==> config.mk <==
export PLATFORM = sky130hd
export DESIGN_NAME = csdec_top
export DESIGN_NICKNAME = d
export VERILOG_FILES = /design/src/rtl/csdec_pkg.sv /design/src/rtl/csdec_cond_eval.sv /design/src/rtl/csdec_top.sv
export SDC_FILE = /design/constraint.sdc
export NUM_CORES = 1
export LEC_CHECK = 0
export ABC_CLOCK_PERIOD_IN_PS = 800
export BUFFER_PORTS_ARGS = -buffer_cell sky130_fd_sc_hd__buf_2
export CORE_UTILIZATION = 40
export CTS_CLUSTER_DIAMETER = 40
export DETAILED_ROUTE_END_ITERATION = 8
export HOLD_SLACK_MARGIN = 0.1
export PLACE_DENSITY_LB_ADDON = 0.25
export SLEW_MARGIN = 30
export SYNTH_ARGS = -nofsm -noshare
export SYNTH_HDL_FRONTEND = slang
export SYNTH_SLANG_ARGS = --single-unit
==> constraint.sdc <==
create_clock -name clk -period 0.8 [get_ports clk]
set_input_delay 0.04 -clock clk [delete_from_list [all_inputs] [get_ports clk]]
set_output_delay 0.04 -clock clk [all_outputs]
set_load 0.02 [all_outputs]
==> src/rtl/csdec_pkg.sv <==
// Purpose: Shared constants and types for the condition and system-register field decoder
// Assumes: Condition field is four bits, selector field is three bits
// Notes: Field positions, codes and reset values live here only
package csdec_pkg;

	// ----------------------------------------------------------------
	// Condition field layout
	// ----------------------------------------------------------------
	localparam int COND_W = 4;            // Width of the conditional-test field
	localparam int INV_BIT = 0;           // Invert bit position
	localparam int SEL_LSB = 1;           // Condition selector low bit
	localparam int SEL_MSB = 3;           // Condition selector high bit

	// ----------------------------------------------------------------
	// Condition selector codes (three-bit)
	// ----------------------------------------------------------------
	typedef enum logic [2:0] {
		CSDEC_C_OVERFLOW = 3'h0,        // Overflow
		CSDEC_C_BELOW = 3'h1,           // Unsigned below
		CSDEC_C_ZERO = 3'h2,            // Equal or zero
		CSDEC_C_BELOW_EQ = 3'h3,        // Unsigned below or equal
		CSDEC_C_SIGN = 3'h4,            // Sign
		CSDEC_C_PARITY = 3'h5,          // Parity even
		CSDEC_C_LESS = 3'h6,            // Signed less
		CSDEC_C_LESS_EQ = 3'h7          // Signed less or equal
	} csdec_cond_t;

	// ----------------------------------------------------------------
	// System register class
	// ----------------------------------------------------------------
	typedef enum logic [1:0] {
		CSDEC_CLS_CTRL = 2'h0,          // Control registers
		CSDEC_CLS_DEBUG = 2'h1,         // Debug registers
		CSDEC_CLS_TEST = 2'h2,          // Test registers
		CSDEC_CLS_NONE = 2'h3           // Not a system-register move
	} csdec_cls_t;

	// ----------------------------------------------------------------
	// Selector codes
	// ----------------------------------------------------------------
	localparam logic [2:0] SR_CODE_0 = 3'h0;  // Register zero
	localparam logic [2:0] SR_CODE_1 = 3'h1;  // Register one
	localparam logic [2:0] SR_CODE_2 = 3'h2;  // Register two
	localparam logic [2:0] SR_CODE_3 = 3'h3;  // Register three
	localparam logic [2:0] SR_CODE_6 = 3'h6;  // Register six
	localparam logic [2:0] SR_CODE_7 = 3'h7;  // Register seven

	// ----------------------------------------------------------------
	// One-hot select vector bit positions
	// ----------------------------------------------------------------
	localparam int SEL_N = 11;                // Number of selectable registers
	localparam int B_CTRL0 = 0;               // control_reg_zero
	localparam int B_CTRL2 = 1;               // control_reg_two
	localparam int B_CTRL3 = 2;               // control_reg_three
	localparam int B_DBG0 = 3;                // debug_reg_zero
	localparam int B_DBG1 = 4;                // debug_reg_one
	localparam int B_DBG2 = 5;                // debug_reg_two
	localparam int B_DBG3 = 6;                // debug_reg_three
	localparam int B_DBG6 = 7;                // debug_reg_six
	localparam int B_DBG7 = 8;                // debug_reg_seven
	localparam int B_TST6 = 9;                // test_reg_six
	localparam int B_TST7 = 10;               // test_reg_seven

	// ----------------------------------------------------------------
	// Reset values
	// ----------------------------------------------------------------
	localparam logic [10:0] RST_SEL = 11'h000;  // No register selected
	localparam logic RST_BIT = 1'b0;            // Flags clear after reset

endpackage : csdec_pkg

==> src/rtl/csdec_cond_eval.sv <==
// Purpose: Pure combinational evaluation of one condition selector against the flags
// Assumes: Flags come from the same clock domain, already stable
// Notes: Negation is applied by the caller, not here
module csdec_cond_eval
(
	input wire logic [2:0] sel,        // Three-bit condition selector
	input wire logic flag_cf,          // Carry flag
	input wire logic flag_zf,          // Zero flag
	input wire logic flag_sf,          // Sign flag
	input wire logic flag_of,          // Overflow flag
	input wire logic flag_pf,          // Parity flag
	output logic hit                   // Selected condition before inversion
);

	// ----------------------------------------------------------------
	// Selector to raw condition
	// ----------------------------------------------------------------
	always_comb
	begin
		unique case (csdec_pkg::csdec_cond_t'(sel))
			csdec_pkg::CSDEC_C_OVERFLOW: hit = flag_of;
			csdec_pkg::CSDEC_C_BELOW: hit = flag_cf;
			csdec_pkg::CSDEC_C_ZERO: hit = flag_zf;
			csdec_pkg::CSDEC_C_BELOW_EQ: hit = flag_cf | flag_zf;
			csdec_pkg::CSDEC_C_SIGN: hit = flag_sf;
			csdec_pkg::CSDEC_C_PARITY: hit = flag_pf;
			csdec_pkg::CSDEC_C_LESS: hit = flag_sf ^ flag_of;
			csdec_pkg::CSDEC_C_LESS_EQ: hit = (flag_sf ^ flag_of) | flag_zf;
		endcase
	end

endmodule : csdec_cond_eval

==> src/rtl/csdec_top.sv <==
// Purpose: Decode the conditional-test and system-register selector fields
// Assumes: Opcode fields and flags arrive from core logic on the same clock
// Notes: All outputs registered; one cycle from input to output
module csdec_top
(
	input wire logic clk,                 // Core clock, 40 MHz
	input wire logic nrst,                // Asynchronous reset, active low
	input wire logic ce,                  // Clock enable, freezes state when low
	input wire logic cond_valid,          // Condition field is present this cycle
	input wire logic [3:0] cond_field,    // Conditional-test field
	input wire logic flag_cf,             // Carry flag
	input wire logic flag_zf,             // Zero flag
	input wire logic flag_sf,             // Sign flag
	input wire logic flag_of,             // Overflow flag
	input wire logic flag_pf,             // Parity flag
	input wire logic sr_valid,            // Selector field is present this cycle
	input wire logic [1:0] sr_class,      // Register class of the move
	input wire logic [2:0] sr_code,       // Three-bit system-register selector
	output logic cond_ok,                 // Qualified condition result is valid
	output logic cond_true,               // Condition result after inversion
	output logic [10:0] sr_sel,           // One-hot register select
	output logic sr_ok,                   // Selector decode valid this cycle
	output logic sr_reserved              // Reserved selector code seen
);

	// ----------------------------------------------------------------
	// State
	// ----------------------------------------------------------------
	typedef struct packed {
		logic cond_ok;          // Condition output valid
		logic cond_true;        // Condition output
		logic [10:0] sr_sel;    // Register select
		logic sr_ok;            // Selector output valid
		logic sr_reserved;      // Reserved flag
	} csdec_state_t;

	csdec_state_t st_ff;        // Registered state
	csdec_state_t nxt_st;       // Next state
	logic raw_hit;              // Condition before inversion
	logic [10:0] sel_dec;       // Combinational select

	// ----------------------------------------------------------------
	// Condition evaluation
	// ----------------------------------------------------------------
	csdec_cond_eval csdec_cond_eval_inst
	(
		.sel(cond_field[csdec_pkg::SEL_MSB:csdec_pkg::SEL_LSB]),
		.flag_cf(flag_cf),
		.flag_zf(flag_zf),
		.flag_sf(flag_sf),
		.flag_of(flag_of),
		.flag_pf(flag_pf),
		.hit(raw_hit)
	);

	// ----------------------------------------------------------------
	// Selector decode
	// ----------------------------------------------------------------
	// Reserved codes give an all-zero select so no register is touched
	always_comb
	begin
		sel_dec = csdec_pkg::RST_SEL;
		unique case (csdec_pkg::csdec_cls_t'(sr_class))
			csdec_pkg::CSDEC_CLS_CTRL:
			begin
				if (sr_code == csdec_pkg::SR_CODE_0)
					sel_dec[csdec_pkg::B_CTRL0] = 1'b1;
				if (sr_code == csdec_pkg::SR_CODE_2)
					sel_dec[csdec_pkg::B_CTRL2] = 1'b1;
				if (sr_code == csdec_pkg::SR_CODE_3)
					sel_dec[csdec_pkg::B_CTRL3] = 1'b1;
			end
			csdec_pkg::CSDEC_CLS_DEBUG:
			begin
				if (sr_code == csdec_pkg::SR_CODE_0)
					sel_dec[csdec_pkg::B_DBG0] = 1'b1;
				if (sr_code == csdec_pkg::SR_CODE_1)
					sel_dec[csdec_pkg::B_DBG1] = 1'b1;
				if (sr_code == csdec_pkg::SR_CODE_2)
					sel_dec[csdec_pkg::B_DBG2] = 1'b1;
				if (sr_code == csdec_pkg::SR_CODE_3)
					sel_dec[csdec_pkg::B_DBG3] = 1'b1;
				if (sr_code == csdec_pkg::SR_CODE_6)
					sel_dec[csdec_pkg::B_DBG6] = 1'b1;
				if (sr_code == csdec_pkg::SR_CODE_7)
					sel_dec[csdec_pkg::B_DBG7] = 1'b1;
			end
			csdec_pkg::CSDEC_CLS_TEST:
			begin
				if (sr_code == csdec_pkg::SR_CODE_6)
					sel_dec[csdec_pkg::B_TST6] = 1'b1;
				if (sr_code == csdec_pkg::SR_CODE_7)
					sel_dec[csdec_pkg::B_TST7] = 1'b1;
			end
			csdec_pkg::CSDEC_CLS_NONE:
			begin
				sel_dec = csdec_pkg::RST_SEL;                    // Not a move
			end
		endcase
	end

	// ----------------------------------------------------------------
	// Next state
	// ----------------------------------------------------------------
	always_comb
	begin
		nxt_st = st_ff;
		nxt_st.cond_ok = cond_valid;
		// Invert bit negates the raw condition
		nxt_st.cond_true = cond_valid & (raw_hit ^ cond_field[csdec_pkg::INV_BIT]);
		nxt_st.sr_ok = sr_valid;
		nxt_st.sr_sel = sr_valid ? sel_dec : csdec_pkg::RST_SEL;
		// Flag only; the source should never send these, but we report it
		nxt_st.sr_reserved = sr_valid && (sr_class != 2'(csdec_pkg::CSDEC_CLS_NONE))
			&& (sel_dec == csdec_pkg::RST_SEL);
	end

	// ----------------------------------------------------------------
	// State register
	// ----------------------------------------------------------------
	always_ff @(posedge clk or negedge nrst)
	begin
		if (!nrst)
		begin
			// Every field from its package reset value, nothing selected
			st_ff <= '{csdec_pkg::RST_BIT, csdec_pkg::RST_BIT, csdec_pkg::RST_SEL,
				csdec_pkg::RST_BIT, csdec_pkg::RST_BIT};
		end
		else if (ce)
		begin
			st_ff <= nxt_st;
		end
	end

	// ----------------------------------------------------------------
	// Outputs straight from flops
	// ----------------------------------------------------------------
	assign cond_ok = st_ff.cond_ok;
	assign cond_true = st_ff.cond_true;
	assign sr_sel = st_ff.sr_sel;
	assign sr_ok = st_ff.sr_ok;
	assign sr_reserved = st_ff.sr_reserved;

	// ----------------------------------------------------------------
	// Checks
	// ----------------------------------------------------------------
	a_inv_negates: assert property (@(posedge clk) disable iff (!nrst)
		(ce && cond_valid && !raw_hit) |=> (cond_true == $past(cond_field[0])))
		else $error("Invert bit not applied");
	a_cond_below: assert property (@(posedge clk) disable iff (!nrst)
		(ce && cond_valid && cond_field == 4'h2) |=> (cond_true == $past(flag_cf)))
		else $error("Below condition wrong");
	a_cond_above: assert property (@(posedge clk) disable iff (!nrst)
		(ce && cond_valid && cond_field == 4'h7) |=> (cond_true == !$past(flag_cf | flag_zf)))
		else $error("Above condition wrong");
	a_cond_greater: assert property (@(posedge clk) disable iff (!nrst)
		(ce && cond_valid && cond_field == 4'hF)
		|=> (cond_true == !$past((flag_sf ^ flag_of) | flag_zf)))
		else $error("Greater condition wrong");
	a_cond_parodd: assert property (@(posedge clk) disable iff (!nrst)
		(ce && cond_valid && cond_field == 4'hB) |=> (cond_true == !$past(flag_pf)))
		else $error("Parity odd wrong");
	a_ctrl_one_rsv: assert property (@(posedge clk) disable iff (!nrst)
		(ce && sr_valid && sr_class == 2'h0 && sr_code == 3'h1) |=> (sr_reserved && sr_sel == '0))
		else $error("Control code one not reserved");
	a_dbg_seven: assert property (@(posedge clk) disable iff (!nrst)
		(ce && sr_valid && sr_class == 2'h1 && sr_code == 3'h7) |=> sr_sel[8] && $onehot(sr_sel))
		else $error("Debug seven not selected");
	a_test_six: assert property (@(posedge clk) disable iff (!nrst)
		(ce && sr_valid && sr_class == 2'h2 && sr_code == 3'h6) |=> sr_sel[9] && !sr_reserved)
		else $error("Test six not selected");

	// ----------------------------------------------------------------
	// Further condition checks on codes 0, 3, 4, 5, 8, A and C, plus the invert bit on a true condition
	// ----------------------------------------------------------------
	// The true-condition case catches an inversion stuck at pass-through
	a_inv_keeps: assert property (@(posedge clk) disable iff (!nrst)
		(ce && cond_valid && raw_hit) |=> (cond_true == !$past(cond_field[0])))
		else $error("Invert bit wrong on true condition");
	a_cond_ovfl: assert property (@(posedge clk) disable iff (!nrst)
		(ce && cond_valid && cond_field == 4'h0) |=> (cond_true == $past(flag_of)))
		else $error("Overflow condition wrong");
	a_cond_notbelow: assert property (@(posedge clk) disable iff (!nrst)
		(ce && cond_valid && cond_field == 4'h3) |=> (cond_true == !$past(flag_cf)))
		else $error("Not below condition wrong");
	a_cond_zero: assert property (@(posedge clk) disable iff (!nrst)
		(ce && cond_valid && cond_field == 4'h4) |=> (cond_true == $past(flag_zf)))
		else $error("Zero condition wrong");
	a_cond_nonzero: assert property (@(posedge clk) disable iff (!nrst)
		(ce && cond_valid && cond_field == 4'h5) |=> (cond_true == !$past(flag_zf)))
		else $error("Not zero condition wrong");
	a_cond_less: assert property (@(posedge clk) disable iff (!nrst)
		(ce && cond_valid && cond_field == 4'hC) |=> (cond_true == $past(flag_sf ^ flag_of)))
		else $error("Less condition wrong");
	a_cond_sign: assert property (@(posedge clk) disable iff (!nrst)
		(ce && cond_valid && cond_field == 4'h8) |=> (cond_true == $past(flag_sf)))
		else $error("Sign condition wrong");
	a_cond_pareven: assert property (@(posedge clk) disable iff (!nrst)
		(ce && cond_valid && cond_field == 4'hA) |=> (cond_true == $past(flag_pf)))
		else $error("Parity even wrong");
	// No field present: both condition outputs must read low
	a_cond_idle: assert property (@(posedge clk) disable iff (!nrst)
		(ce && !cond_valid) |=> (!cond_true && !cond_ok))
		else $error("Idle condition not low");

	// ----------------------------------------------------------------
	// Further selector checks, listed and reserved codes per class
	// ----------------------------------------------------------------
	a_ctrl_zero: assert property (@(posedge clk) disable iff (!nrst)
		(ce && sr_valid && sr_class == 2'h0 && sr_code == 3'h0) |=> (sr_sel == 11'h001))
		else $error("Control zero not selected");
	a_ctrl_upper: assert property (@(posedge clk) disable iff (!nrst)
		(ce && sr_valid && sr_class == 2'h0 && sr_code[2:1] == 2'b01)
		|=> (sr_sel == (11'h002 << $past(sr_code[0])) && !sr_reserved))
		else $error("Control two or three not selected");
	a_dbg_low: assert property (@(posedge clk) disable iff (!nrst)
		(ce && sr_valid && sr_class == 2'h1 && !sr_code[2])
		|=> (sr_sel == (11'h008 << $past(sr_code[1:0])) && !sr_reserved))
		else $error("Debug zero to three not selected");
	a_dbg_rsv: assert property (@(posedge clk) disable iff (!nrst)
		(ce && sr_valid && sr_class == 2'h1 && sr_code[2:1] == 2'b10)
		|=> (sr_reserved && sr_sel == 11'h000))
		else $error("Debug gap code not reserved");
	a_test_seven: assert property (@(posedge clk) disable iff (!nrst)
		(ce && sr_valid && sr_class == 2'h2 && sr_code == 3'h7) |=> (sr_sel == 11'h400))
		else $error("Test seven not selected");
	a_test_rsv: assert property (@(posedge clk) disable iff (!nrst)
		(ce && sr_valid && sr_class == 2'h2 && sr_code[2:1] != 2'b11)
		|=> (sr_reserved && sr_sel == 11'h000))
		else $error("Test low code not reserved");
	// Class three is not a move, so nothing is selected or flagged
	a_none_quiet: assert property (@(posedge clk) disable iff (!nrst)
		(ce && sr_valid && sr_class == 2'h3) |=> (sr_ok && sr_sel == 11'h000 && !sr_reserved))
		else $error("Non-move class selected a register");
	// Enable low must freeze every registered output
	a_hold_frozen: assert property (@(posedge clk) disable iff (!nrst)
		!ce |=> $stable({cond_ok, cond_true, sr_sel, sr_ok, sr_reserved}))
		else $error("Outputs moved while enable low");

endmodule : csdec_top

==> flow_summary.toml <==
[detailed_routing]
via_count = 792
finalWirelength_mm = 2.00
first_iter_violations = 23
viasPerCell = 4.98
first_pass_iters = 4
drcViolationCount = 0
antenna_left = 0
wire_per_inst_um = 12.6

[worst_setup_path]
cp.depth = 1
crit_path_end_kind = "output port"
reg2reg_from = "sr_sel[0]"
start_kind = "flop"
path_cells = "buf_6"
cp.buffers_inverters = 1
r2r_cells = 2
crit_type = "reg2out"
worst_ep_required_time_ps = 760
crit_path_max_incr_delay_ps = 410
critPathMaxFanout = 2
crit_arrival_ps = 840
ff2ff_setup_slack_ps = -30
crit_path_top_delay_cell = "dfrtp_1"
path_delay_family = "flip-flops"
r2r_end = "sr_sel[0]"

[logic_synthesis]
ys_ff_latch = 15
synth_area_leaders = "dfrtp_1 (50%), inv_1 (7.5%), o32ai_1 (7.0%)"
synth_top_cell_area_share = 0.498
ys_seq_area_frac = 0.498
synth_area_um2 = 753
synth.distinct_cells = 28
yosys_warnings = 0
syn_inst = 77
synth_fp_nets = 96
yosys.area.top_type = "dfrtp_1"
syn_area_per_cell_um2 = 9.78

[final_layout]
fin_nets = 154
antenna_cells = 0
fillCellCount = 130
syn_to_final_growth_pct = 71.6
layout_common_cells = "buf_4 (22), buf_2 (18), dfrtp_1 (15), buf_6 (15), inv_1 (14)"
final_common_cell = "buf_4"
drive_gt1_frac = 0.515

[clock_tree]
root_buffer = "clkbuf_4"
cts.sink_count = 15
cts_buffers = 3
holdBufCountCts = 2
cts_tree = "done"
clock_latency_ps = 280
path_clk_slew_ps = 90
htree_levels = 1
clockBufferDepth = 2

[global_route]
grt_remaining_overflow = 0
antenna_found_initial = 0
grtUsageTotal = 0.213
grt_use_met3 = 0.0357
grt_pass1_vias = 760
grt_pass1_wl_mm = 3.15
grtUsageMet2 = 0.349
met1_usage = 0.276
busiest_layer = "met2"
grt_max_degree = 16

[sta]
slew_viol_final = 0
final.min_clock_period_ps = 879
max_slew_margin = 0.752
finalCritPeriodShare = 1.10
hold_ws_ps = 96.4
hold_violations = 0
finalSetupViolCount = 17
rsz0062_at_grt = "yes"
setup_ws_ps = -78.6
setup_tns_ps = -1000
worst_pin_slew_ps = 369
skew_ps = 0
fmax_mhz = 1140

[power]
vdd_drop_max_mv = 1.19
p_leak_uw = 0.000626
p_sw_uw = 462
power_frac_comb = 0.247
sw_frac_of_total = 0.281
powerDensity_nw_per_um2 = 1270
pwr-share-seq = 0.488
power_frac_clock = 0.264
power.internal_uw = 1180

[min_path]
hold_depth = 3
min_from = "sr_class[0]"
hold-path-endpoint = "sr_sel[2]"
hold_class = "in2reg"

[die]
row_count = 15
die-area_um2 = 2060
io_pins = 34
die_w_um = 45.4
fp.dieH_um = 45.4
initial_core_util = 0.432
core_um2 = 1750

[outcome]
violations = "negative setup slack"
status = "finished, violations left"

[job]
maxCapViolations = 0

[placement]
hpwl_mm = 1.36
port-buffer-count = 33
place.gp.congestion = 0.808
==> cell type report <==
type                            instances  area [um^2]  share of cell area
Inverter                               15         56.3              0.0436
Multi-Input combinational cell         43          358               0.277
Clock inverter                          1         5.00             0.00387
Timing Repair Buffer                   57          444               0.344
Tap cell                               25         31.3              0.0242
Sequential cell                        15          375               0.290
Clock buffer                            3         22.5              0.0174
==> logic make-up (layout without fill, tap and decap cells) <==
kind of cell	after synthesis	after routing	synth area share
XOR/XNOR	1	1	0.0116
AO/OA/AOI/OAI	21	21	0.223
AND/OR/NAND/NOR	20	20	0.158
flip-flops	15	15	0.498
buffers and inverters	19	76	0.0963
multiplexers	1	1	0.0133
==> synth_stat cells, drive strengths merged <==
cell type	n
a21boi	1
a221oi	1
a2bb2oi	1
a41o	1
buf	2
clkbuf	2
dfrtp	15
inv	15
mux2i	1
nand2	5
nand2b	3
nand3	1
nand3b	2
nand4	1
nor2b	2
nor4	2
o21ai	3
o22ai	5
o31a	1
o32ai	7
o41ai	1
or2b	1
or3	2
or4b	1
xnor2	1
==> what timing repair did <==
item,in CTS,in global routing
endpoints found under the hold margin,19,1
setup endpoints to repair,17,18
setup buffers,7,1
pin swaps,0,1
cloned,0,0
gates resized for setup,33,5
==> power by group through the flow <==
stage / registers, uW / logic (uW) / clock network, uW
global placement: 810 / 321 / 0
global route: 806 / 442 / 485
finish: 802 / 407 / 434
detailed placement: 812 / 327 / 0
floorplan: 846 / 133 / 0
CTS: 803 / 387 / 451
==> layer usage <==
layer / part of all wire / vias to the layer above
met5: 0 / -
met4: 0.011 / 0
met3: 0.057 / 4
met2: 0.48 / 33
met1: 0.45 / 365
li1: - / 390
==> worst max path at each step <==
| stage | startpoint | to | slack (ps) |
|---|---|---|---|
| 2_1_floorplan | cond_field[3] | cond_true | -200 |
| 3_3_place_gp | cond_field[3] | cond_true | -350 |
| 3_5_place_dp | cond_field[3] | cond_true | -410 |
| 4_1_cts | sr_sel[7] | sr_sel[7] | -70 |
| 5_1_grt | sr_sel[7] | sr_sel[7] | -110 |
| 6_report | sr_sel[7] | sr_sel[7] | -80 |
==> sequential cells by signal, indices dropped and copies added, names as in the netlist <==
register and count:
sr_sel 11, cond_true 1, sr_reserved 1, cond_ok 1, sr_ok 1
==> worst reg2reg max path, cell delays in order (launching register included) <==
cell     delay (ps)
dfrtp_1         400
nor2b_4         130
a41o_1          190
==> stage by stage <==
stage / total power (uW) / std cells / util / area [um^2] / setup WS [ps]
global route: 1730 / 159 / 0.741 / 1290 / -106
floorplan: 979 / 77 / - / 791 / -200
detailed placement: 1140 / 145 / 0.604 / 1050 / -407
global placement: 1130 / 145 / 0.604 / 1050 / -348
finish: 1640 / 159 / 0.741 / 1290 / -78.6
CTS: 1640 / 158 / 0.723 / 1260 / -74.6
Note: power is estimated with default switching activity, not from simulation.
